## src/design/pmf_pkg.sv

```systemverilog
// Package of the digital microphone front end: register map, fields,
// path modes, decimation and high-pass constants.
// Assumes a 10 MHz system clock and a 32-bit APB register bus.
`default_nettype none
package pmf_pkg;
	// ==========================================================
	// Register map (byte addresses).
	localparam logic [7:0] PMF_OFS_CTRL   = 8'h00;
	localparam logic [7:0] PMF_OFS_ROUTE  = 8'h04;
	localparam logic [7:0] PMF_OFS_STATUS = 8'h08;
	localparam logic [7:0] PMF_OFS_LEFT   = 8'h0C;
	localparam logic [7:0] PMF_OFS_RIGHT  = 8'h10;
	// ==========================================================
	// Control register fields.
	localparam int PMF_B_DIGMIC   = 0;
	localparam int PMF_B_CLK_EN   = 1;
	localparam int PMF_B_CLK_POL  = 2;
	localparam int PMF_B_DM_L     = 3;
	localparam int PMF_B_DM_R     = 4;
	localparam int PMF_B_ADC_L    = 5;
	localparam int PMF_B_ADC_R    = 6;
	localparam int PMF_B_BIAS     = 7;
	localparam int PMF_B_AMP_L    = 8;
	localparam int PMF_B_AMP_R    = 9;
	localparam int PMF_B_HPF_EN   = 10;
	localparam int PMF_B_HPF_SEL  = 11;
	localparam int PMF_B_INIT_SEL = 13;
	localparam int PMF_CTRL_W     = 15;
	// HPF on by default; cutoff and init length codes default to 00.
	localparam logic [14:0] PMF_CTRL_RST = 15'h0400;
	// Route register: adc_to_filter, filter_to_dac, filter_to_serial_out,
	// serial_in_to_dac, prog_filter_power.
	localparam int PMF_B_A2F  = 0;
	localparam int PMF_B_F2D  = 1;
	localparam int PMF_B_F2S  = 2;
	localparam int PMF_B_S2D  = 3;
	localparam int PMF_B_PFPW = 4;
	localparam logic [4:0] PMF_ROUTE_RST = 5'h05;
	// ==========================================================
	// Path modes and init state machine.
	typedef enum logic [2:0] {
		PMF_PATH_REC1_PLAY2 = 3'h0,
		PMF_PATH_REC2_PLAY1 = 3'h1,
		PMF_PATH_BYPASS     = 3'h2,
		PMF_PATH_LOOPBACK   = 3'h3,
		PMF_PATH_UNDEFINED  = 3'h4
	} pmf_path_t;
	typedef enum logic [1:0] {
		PMF_ST_IDLE = 2'h0,
		PMF_ST_INIT = 2'h1,
		PMF_ST_RUN  = 2'h3
	} pmf_state_t;
	// One decimated stereo word per fs tick.
	typedef struct packed {
		logic        valid;
		logic [23:0] left;
		logic [23:0] right;
	} pmf_sample_t;
	// ==========================================================
	// Timing: mic clock half period in system cycles, 64 bits per frame.
	localparam logic [3:0]  PMF_HALF_DIV   = 4'h4;
	localparam logic [5:0]  PMF_BITS_LAST  = 6'h3F;
	localparam logic [10:0] PMF_INIT_00    = 11'd1059;
	localparam logic [10:0] PMF_INIT_01    = 11'd267;
	localparam logic [10:0] PMF_INIT_10    = 11'd531;
	localparam logic [10:0] PMF_INIT_11    = 11'd135;
	// Ones count to 24-bit scale: 64 ones map to full positive scale.
	localparam int          PMF_ONES_SHIFT = 18;
	localparam logic [24:0] PMF_MID        = 25'h0800000;
	localparam logic [24:0] PMF_POS_MAX    = 25'h07FFFFF;
	localparam logic [24:0] PMF_NEG_MAX    = 25'h1800000;
	// DC-block shift per cutoff code; cutoff scales with fs by design.
	localparam logic [3:0]  PMF_HPF_K0     = 4'hB;
	localparam logic [3:0]  PMF_HPF_K1     = 4'h9;
	localparam logic [3:0]  PMF_HPF_K2     = 4'h6;
	localparam logic [3:0]  PMF_HPF_K3     = 4'h5;
	localparam int          PMF_FRAC       = 12;
endpackage
`default_nettype wire

```

## src/design/pmf_front_end.sv

```systemverilog
// Digital microphone front end: mic clock, bit capture, decimation,
// DC-block high-pass, init cycle, path mode decode and APB registers.
// Assumes the pads resolve the right pin from its output enable and
// that the power-down pin arrives asynchronously.
//
// Register access over APB and the register addresses were decided locally.
`default_nettype none
// Function
// - Select bit turns pins to mic data/clock
// - Mic clock 64fs when enabled, else low
// - Polarity 1: left on high phase
// - Polarity 0: right on high phase
// - Channel power bits gate decimation per channel
// - ADC power bits ignored by mic path
// - Power-down low releases mic pins
// - Full density range spans full 24-bit range
// - Route 1010 is record1 play2, default
// - Route 0101 is record2 play1
// - Route x000 with filter off is bypass
// - Route 1111 is loopback
// - Cutoff code selects fs-scaled DC block
// - Enable bit switches DC block on/off
// - Power-up from idle starts init cycle
// - Outputs zero during init cycle
// - Single powered channel drives both outputs
module pmf_front_end (
	input  wire logic                clock,
	input  wire logic                rst,
	input  wire logic                power_down_pin_n,
	input  wire logic                left_input_pin,
	output logic                     right_input_pin_out,
	output logic                     right_input_pin_oe,
	input  wire logic                psel,
	input  wire logic                penable,
	input  wire logic                pwrite,
	input  wire logic [7:0]          paddr,
	input  wire logic [31:0]         pwdata,
	output logic [31:0]              prdata,
	output logic                     pready,
	output logic                     pslverr,
	output pmf_pkg::pmf_sample_t     sample,
	output pmf_pkg::pmf_path_t       path_mode
);
	import pmf_pkg::*;

	logic [PMF_CTRL_W-1:0] ctrl_ff;
	logic [4:0]            route_ff;
	logic [1:0]            pdn_sync_ff;
	logic [1:0]            dat_sync_ff;
	logic                  mclk_ff;
	logic [3:0]            div_ff;
	logic [5:0]            bit_ff;
	logic [6:0]            ones_l_ff;
	logic [6:0]            ones_r_ff;
	logic [35:0]           dc_l_ff;
	logic [35:0]           dc_r_ff;
	logic [10:0]           init_ff;
	pmf_state_t            state_ff;
	logic                  any_pwr_d_ff;
	logic                  run;
	logic                  phase_end;
	logic                  fs_tick;
	logic                  take_l;
	logic                  take_r;
	logic                  pwr_l;
	logic                  pwr_r;
	logic                  any_pwr;
	logic [3:0]            hpf_k;
	logic [10:0]           init_len;
	logic [23:0]           dec_l;
	logic [23:0]           dec_r;
	logic [23:0]           hp_l;
	logic [23:0]           hp_r;
	logic                  wr_en;

	// Clamp a 25-bit signed value to the 24-bit range.
	function automatic logic [23:0] sat24(input logic [24:0] v);
		logic [23:0] r;
		r = v[23:0];
		if (v[24] != v[23]) begin
			r = v[24] ? PMF_NEG_MAX[23:0] : PMF_POS_MAX[23:0];
		end
		return r;
	endfunction

	// ==========================================================
	// Ones count to two's complement.
	// full-scale mapping
	function automatic logic [23:0] ones2pcm(input logic [6:0] n);
		logic [24:0] v;
		v = {n, PMF_ONES_SHIFT'(0)} - PMF_MID;
		return sat24(v);
	endfunction

	// ==========================================================
	// APB slave: zero wait states, error on unmapped offsets.
	assign pready  = 1'b1;
	assign wr_en   = psel && penable && pwrite;
	assign pslverr = psel && penable && (paddr != PMF_OFS_CTRL) &&
		(paddr != PMF_OFS_ROUTE) && (paddr != PMF_OFS_STATUS) &&
		(paddr != PMF_OFS_LEFT) && (paddr != PMF_OFS_RIGHT);

	// Writable registers; status and data are read-only.
	always_ff @(posedge clock or posedge rst) begin
		if (rst) begin
			ctrl_ff  <= PMF_CTRL_RST;
			route_ff <= PMF_ROUTE_RST;
		end else if (wr_en && paddr == PMF_OFS_CTRL) begin
			ctrl_ff <= pwdata[PMF_CTRL_W-1:0];
		end else if (wr_en && paddr == PMF_OFS_ROUTE) begin
			route_ff <= pwdata[4:0];
		end
	end

	// Read mux; reserved bits read zero.
	always_comb begin
		prdata = 32'h0;
		if (paddr == PMF_OFS_CTRL) begin
			prdata[PMF_CTRL_W-1:0] = ctrl_ff;
		end else if (paddr == PMF_OFS_ROUTE) begin
			prdata[4:0] = route_ff;
		end else if (paddr == PMF_OFS_STATUS) begin
			prdata[2:0] = path_mode;
			prdata[4:3] = state_ff;
		end else if (paddr == PMF_OFS_LEFT) begin
			prdata[23:0] = sample.left;
		end else if (paddr == PMF_OFS_RIGHT) begin
			prdata[23:0] = sample.right;
		end
	end

	// ==========================================================
	// Path decode. Routes are only changed with the filter off.
	// mode decode
	always_comb begin
		path_mode = PMF_PATH_UNDEFINED;
		if (route_ff[3:1] == 3'h0 && !route_ff[PMF_B_PFPW]) begin
			path_mode = PMF_PATH_BYPASS;
		end else if (route_ff[3:0] == 4'h5) begin
			path_mode = PMF_PATH_REC1_PLAY2;
		end else if (route_ff[3:0] == 4'hA) begin
			path_mode = PMF_PATH_REC2_PLAY1;
		end else if (route_ff[3:0] == 4'hF) begin
			path_mode = PMF_PATH_LOOPBACK;
		end
	end

	// ==========================================================
	// Pin synchronisers; the first stages feed only the second.
	always_ff @(posedge clock or posedge rst) begin
		if (rst) begin
			pdn_sync_ff <= 2'h0;
			dat_sync_ff <= 2'h0;
		end else begin
			pdn_sync_ff <= {pdn_sync_ff[0], power_down_pin_n};
			dat_sync_ff <= {dat_sync_ff[0], left_input_pin};
		end
	end

	// ==========================================================
	// Mic clock divider, 64 periods per fs frame.
	// clock gating
	assign run       = ctrl_ff[PMF_B_CLK_EN] && ctrl_ff[PMF_B_DIGMIC] &&
		pdn_sync_ff[1];
	assign phase_end = run && (div_ff == PMF_HALF_DIV - 4'h1);
	assign fs_tick   = phase_end && !mclk_ff && (bit_ff == PMF_BITS_LAST);

	always_ff @(posedge clock or posedge rst) begin
		if (rst) begin
			div_ff  <= 4'h0;
			mclk_ff <= 1'b0;
			bit_ff  <= 6'h0;
		end else if (!run) begin
			div_ff  <= 4'h0;
			mclk_ff <= 1'b0;
			bit_ff  <= 6'h0;
		end else if (phase_end) begin
			div_ff  <= 4'h0;
			mclk_ff <= !mclk_ff;
			if (!mclk_ff) begin
				bit_ff <= bit_ff + 6'h1;
			end
		end else begin
			div_ff <= div_ff + 4'h1;
		end
	end

	assign right_input_pin_oe  = ctrl_ff[PMF_B_DIGMIC] && pdn_sync_ff[1];
	assign right_input_pin_out = mclk_ff;

	// ==========================================================
	// Capture at the end of each phase; the two-cycle synchroniser
	// lag keeps the sample well inside the phase, not on its edge.
	// phase to channel
	assign take_l = phase_end && (mclk_ff == ctrl_ff[PMF_B_CLK_POL]);
	assign take_r = phase_end && (mclk_ff != ctrl_ff[PMF_B_CLK_POL]);
	assign pwr_l   = ctrl_ff[PMF_B_DM_L];
	assign pwr_r   = ctrl_ff[PMF_B_DM_R];
	assign any_pwr = pwr_l || pwr_r;

	// First-order decimator: count ones over one 64-bit frame.
	always_ff @(posedge clock or posedge rst) begin
		if (rst) begin
			ones_l_ff <= 7'h0;
			ones_r_ff <= 7'h0;
		end else begin
			if (!pwr_l || fs_tick) begin
				ones_l_ff <= 7'h0;
			end else if (take_l) begin
				ones_l_ff <= ones_l_ff + {6'h0, dat_sync_ff[1]};
			end
			if (!pwr_r || fs_tick) begin
				ones_r_ff <= 7'h0;
			end else if (take_r) begin
				ones_r_ff <= ones_r_ff + {6'h0, dat_sync_ff[1]};
			end
		end
	end

	// The frame's last right or left bit lands in the tick cycle.
	assign dec_l = ones2pcm(ones_l_ff + {6'h0, take_l && dat_sync_ff[1]});
	assign dec_r = ones2pcm(ones_r_ff + {6'h0, take_r && dat_sync_ff[1]});

	// ==========================================================
	// DC block: running mean at fs, so cutoff tracks fs.
	// cutoff code
	always_comb begin
		case (ctrl_ff[PMF_B_HPF_SEL +: 2])
			2'h0: hpf_k = PMF_HPF_K0;
			2'h1: hpf_k = PMF_HPF_K1;
			2'h2: hpf_k = PMF_HPF_K2;
			default: hpf_k = PMF_HPF_K3;
		endcase
	end

	assign hp_l = ctrl_ff[PMF_B_HPF_EN] ? sat24({dec_l[23], dec_l} -
		{dc_l_ff[35], dc_l_ff[35:PMF_FRAC]}) : dec_l;
	assign hp_r = ctrl_ff[PMF_B_HPF_EN] ? sat24({dec_r[23], dec_r} -
		{dc_r_ff[35], dc_r_ff[35:PMF_FRAC]}) : dec_r;

	always_ff @(posedge clock or posedge rst) begin
		if (rst) begin
			dc_l_ff <= 36'h0;
			dc_r_ff <= 36'h0;
		end else if (!ctrl_ff[PMF_B_HPF_EN] || state_ff == PMF_ST_IDLE) begin
			dc_l_ff <= 36'h0;
			dc_r_ff <= 36'h0;
		end else if (fs_tick) begin
			dc_l_ff <= dc_l_ff + 36'(($signed({dec_l, PMF_FRAC'(0)}) -
				$signed(dc_l_ff)) >>> hpf_k);
			dc_r_ff <= dc_r_ff + 36'(($signed({dec_r, PMF_FRAC'(0)}) -
				$signed(dc_r_ff)) >>> hpf_k);
		end
	end

	// ==========================================================
	// Init cycle, counted in fs frames; it stalls if the clock stops.
	always_comb begin
		case (ctrl_ff[PMF_B_INIT_SEL +: 2])
			2'h0: init_len = PMF_INIT_00;
			2'h1: init_len = PMF_INIT_01;
			2'h2: init_len = PMF_INIT_10;
			default: init_len = PMF_INIT_11;
		endcase
	end

	always_ff @(posedge clock or posedge rst) begin
		if (rst) begin
			state_ff     <= PMF_ST_IDLE;
			init_ff      <= 11'h0;
			any_pwr_d_ff <= 1'b0;
		end else begin
			any_pwr_d_ff <= any_pwr;
			case (state_ff)
				PMF_ST_IDLE: begin
					if (any_pwr && !any_pwr_d_ff) begin
						state_ff <= PMF_ST_INIT;
						init_ff  <= 11'h0;
					end
				end
				PMF_ST_INIT: begin
					if (!any_pwr) begin
						state_ff <= PMF_ST_IDLE;
					end else if (fs_tick) begin
						init_ff <= init_ff + 11'h1;
						if (init_ff == init_len - 11'h1) begin
							state_ff <= PMF_ST_RUN;
						end
					end
				end
				default: begin
					if (!any_pwr) begin
						state_ff <= PMF_ST_IDLE;
					end
				end
			endcase
		end
	end

	// ==========================================================
	// Output word, registered at each frame end.
	always_ff @(posedge clock or posedge rst) begin
		if (rst) begin
			sample <= '0;
		end else begin
			sample.valid <= fs_tick;
			if (fs_tick) begin
				if (state_ff != PMF_ST_RUN) begin
					sample.left  <= 24'h0;
					sample.right <= 24'h0;
				end else begin
					sample.left  <= pwr_l ? hp_l : hp_r;
					sample.right <= pwr_r ? hp_r : hp_l;
				end
			end
		end
	end
endmodule
`default_nettype wire

```

## config.mk

```make
export PLATFORM = sky130hd
export DESIGN_NAME = pmf_front_end
export DESIGN_NICKNAME = d
export VERILOG_FILES = /design/src/design/pmf_pkg.sv /design/src/design/pmf_front_end.sv
export SDC_FILE = /design/constraint.sdc
export NUM_CORES = 1
export LEC_CHECK = 0
export ABC_AREA = 1
export BUFFER_PORTS_ARGS = -buffer_cell sky130_fd_sc_hd__buf_4
export CORE_MARGIN = 2
export CORE_UTILIZATION = 45
export DETAILED_ROUTE_END_ITERATION = 7
export GPL_TIMING_DRIVEN = 0
export HOLD_SLACK_MARGIN = 0.02
export PLACE_DENSITY_LB_ADDON = 0.05
export SETUP_SLACK_MARGIN = 0.05
export SLEW_MARGIN = 10
export SYNTH_ARGS = -nofsm -noshare
export SYNTH_HDL_FRONTEND = slang
export SYNTH_SLANG_ARGS = --single-unit
export TNS_END_PERCENT = 5
```

## constraint.sdc

```tcl
create_clock -name clock -period 6.41 [get_ports clock]
set_input_delay 0.641 -clock clock [delete_from_list [all_inputs] [get_ports clock]]
set_output_delay 0.641 -clock clock [all_outputs]
set_load 0.01 [all_outputs]
```

==> impl_metrics.yaml <==
power:
  p_comb_frac: 0.063
  swShare: 0.277
  power.density_nw_per_um2: 100
  leakage_nw: 13.0
  p_int_mw: 1.82
  power.share.clock: 0.473
  pwr-share-seq: 0.465
  p_total_mw: 2.51
  ir_worst_vdd_mv: 0.150
  p_switching_mw: 0.696
global_route:
  antenna_found_initial: 2
  grt_usage: 0.351
  grt_overflow: 0
  grt_first_pass_wirelength_um: 127000
  grt_pass1_vias: 22200
  grt_max_degree: 113
critical_path:
  cp_max_fo: 7
  r2r-start: "ctrl_ff[0]$_DFFE_PP0P_"
  critPathCaptureType: "flip-flop"
  regToRegEndpoint: "dc_r_ff[33]$_DFFE_PP0P_"
  crit_path_start: "ctrl_ff[0]$_DFFE_PP0P_"
  cpPeakStageDelay_ns: 0.42
  crit_type: "flip-flop to flip-flop"
  crit_top_cell: "nand2_1"
  crit_path_end: "dc_r_ff[33]$_DFFE_PP0P_"
  regToRegSetupSlack_ns: 0.14
  cp.arrival_ns: 6.63
  worstPathRequired_ns: 6.78
  ff2ff_path_depth: 36
  crit_path_start_kind: "flip-flop"
  slowest_stage: "dfrtp_2"
timing:
  setup_ws_ns: 0.144
  relSlewSlack: 0.143
  period_needed_ns: 6.27
  skew_ns: 0.0172
  final_max_slew_viol_count: 0
  final-hold-violation-count: 0
  fmax_mhz: 160
  min_period_over_period: 0.978
  worst_pin_slew_ns: 1.28
  grt_setup_unrepaired: "true"
  worst_hold_slack_ns: 0.188
  setup_viol: 0
synthesis:
  ys_top_cells_by_area: "dfrtp_1, nand2_1, ha_1"
  netlist_instances: 3409
  ys_seq_elements: 184
  yosysSeqAreaShare: 0.225
  yosys.area.top_type_share: 0.221
  yosysUniqueCellTypes: 60
  syn_area_um2: 20500
  synth-main-ff-cell: "dfrtp_1"
  yosysTopAreaCell: "dfrtp_1"
  async_flop_share: 1.00
  yosys_warnings: 0
  syn_avg_cell_area_um2: 6.02
  synth-edff-count: 0
min_path:
  hold_class: "input port to asynchronous set/reset pin"
finish:
  synthToLayoutAreaGrowth_pct: 22.0
  final_cell_mix: "nand2_1, inv_1, nor2_1"
  final_core_util: 0.554
  drive_gt1_frac: 0.171
  multi_input_area_um2: 15600
  nFillCells: 4580
  regArea_um2: 4610
  final_common_cell: "nand2_1"
  design_area_um2: 25000
  nNetsFinal: 3782
place:
  dpl.hpwl_um: 67900
  place_ws_ns: -1.45
  dpl-instance-area_um2: 22100
  routabilityCongestion: 1.01
  portBuffers: 108
die:
  ios: 135
  fp-row-count: 78
  dieArea_um2: 47300
  chipHeight_um: 218
  core_area_um2: 45200
  die_w_um: 218
  start_util: 0.454
cts:
  clk_latency_ns: 0.52
  holdBufCountCts: 0
  cts_buffers: 17
  htreeDepth: 4
  ctsRootBufferMaster: "clkbuf_16"
  clkSlewWorstSetupHoldPaths_ns: 0.07
  cts.sinks: 184
  cts_tree: "built"
  cts.path.max_buffers: 2
detailed_routing:
  antenna_left: 0
  wl_per_cell_um: 20.4
  drt_iter0_drc: 2471
  vias: 24100
  firstDrtPassIters: 8
  drc: 0
  routed_wl_um: 85600
  via_per_inst: 5.74
status:
  outcome: "complete, no violations"
flow_run:
  cap_violations: 0
[metrics by stage]
step	cells	setup TNS, ns
after CTS	4169	-0.0234
final	4205	0
after global placement	4124	-381.07
after global routing	4204	-0.769
after floorplan	3416	0
after detailed placement	4125	-61.35
[routing by layer]
metal | up-vias | track usage | part of all wire
met5 | - | 0 | 0.00021
met4 | 2 | 0.156 | 0.047
met3 | 201 | 0.0559 | 0.067
met2 | 950 | 0.568 | 0.46
met1 | 11500 | 0.461 | 0.42
li1 | 11500 | - | -
[power groups by stage]
stage                     registers, mW  clock network, mW  logic (mW)
after CTS                          1.17               1.22       0.149
after global routing               1.17               1.25       0.173
after detailed placement           1.19                  0       0.146
after floorplan                    1.19                  0      0.0866
final                              1.17               1.19       0.158
after global placement             1.19                  0       0.142
[cell usage after synthesis (4+ instances only)]
cell      number
nand2_1     1119
inv_1        458
nor2_1       284
o21ai_0      251
nand3_1      247
a21oi_1      200
dfrtp_1      181
ha_1         140
xor2_1        71
o22ai_1       47
nand4_1       46
clkbuf_1      44
o21bai_1      35
xnor2_1       28
nor3_1        24
a31oi_1       22
o211ai_1      19
buf_2         18
buf_4         12
nor2_2        12
nor4_1        12
and2_1        10
or2_2         10
a21boi_0       9
nand2_2        9
buf_1          7
a21o_1         6
inv_2          6
mux2_2         6
o221ai_1       6
o21a_1         5
a221oi_1       4
a22o_1         4
and3_1         4
buf_6          4
fa_1           4
nand2_4        4
nand3b_1       4
[what timing repair did]
item / 4_1_cts / 5_1_grt
cloned: 0 / 1
pin swaps: 12 / 68
setup buffers: 12 / 34
resized for setup: 145 / 336
setup endpoints to repair: 63 / 54
[cell type report]
cell class,instances,area share
flip-flops and latches,184,0.184
diodes,1,0.000100
repair buffers,155,0.0488
multi-input cells,2679,0.625
clock buffers,18,0.0175
clock inverters,14,0.00730
well taps,600,0.0300
plain buffers,86,0.0168
inverters,468,0.0707
[worst min-delay path by stage]
stage               depth (start not counted)                       end
floorplan                                   0  dat_sync_ff[1]$_DFF_PP0_
global placement                            0  pdn_sync_ff[1]$_DFF_PP0_
detailed placement                          0  pdn_sync_ff[1]$_DFF_PP0_
CTS                                         1  dat_sync_ff[0]$_DFF_PP0_
global route                                1  dat_sync_ff[0]$_DFF_PP0_
finish                                      2   dc_r_ff[25]$_DFFE_PP0P_
[flip-flops by register name (all words and copies together) (netlist names)]
name and flops:
any_pwr_d_ff 1, ctrl_ff 15, state_ff 2, ones_l_ff 7, right_input_pin_out 1, dc_r_ff 36, sample 49, route_ff 5
dat_sync_ff 2, ones_r_ff 7, bit_ff 6, div_ff 4, dc_l_ff 36, pdn_sync_ff 2, init_ff 11
[cells by family (layout without fill, tap and decap cells)]
kind of cell	Yosys count	in the layout	share of synthesized area
flip-flops	184	184	0.225
adder cells (fa/ha/maj)	144	144	0.0893
other	2	10	0.000366
XOR/XNOR	99	99	0.0423
AO/OA/AOI/OAI	623	623	0.170
buffers and inverters	554	741	0.106
AND/OR/NAND/NOR	1795	1796	0.363
multiplexers	8	8	0.00427
[critical path, delay by kind of cell (launching register included)]
family	cells	cell delay (ns)
buffers and inverters	3	0.40
XOR/XNOR	1	0.26
AND/OR/NAND/NOR	20	2.30
adder cells (fa/ha/maj)	5	1.16
AO/OA/AOI/OAI	7	1.54
flip-flops	1	0.42
Power figures use the tool's default switching activity.
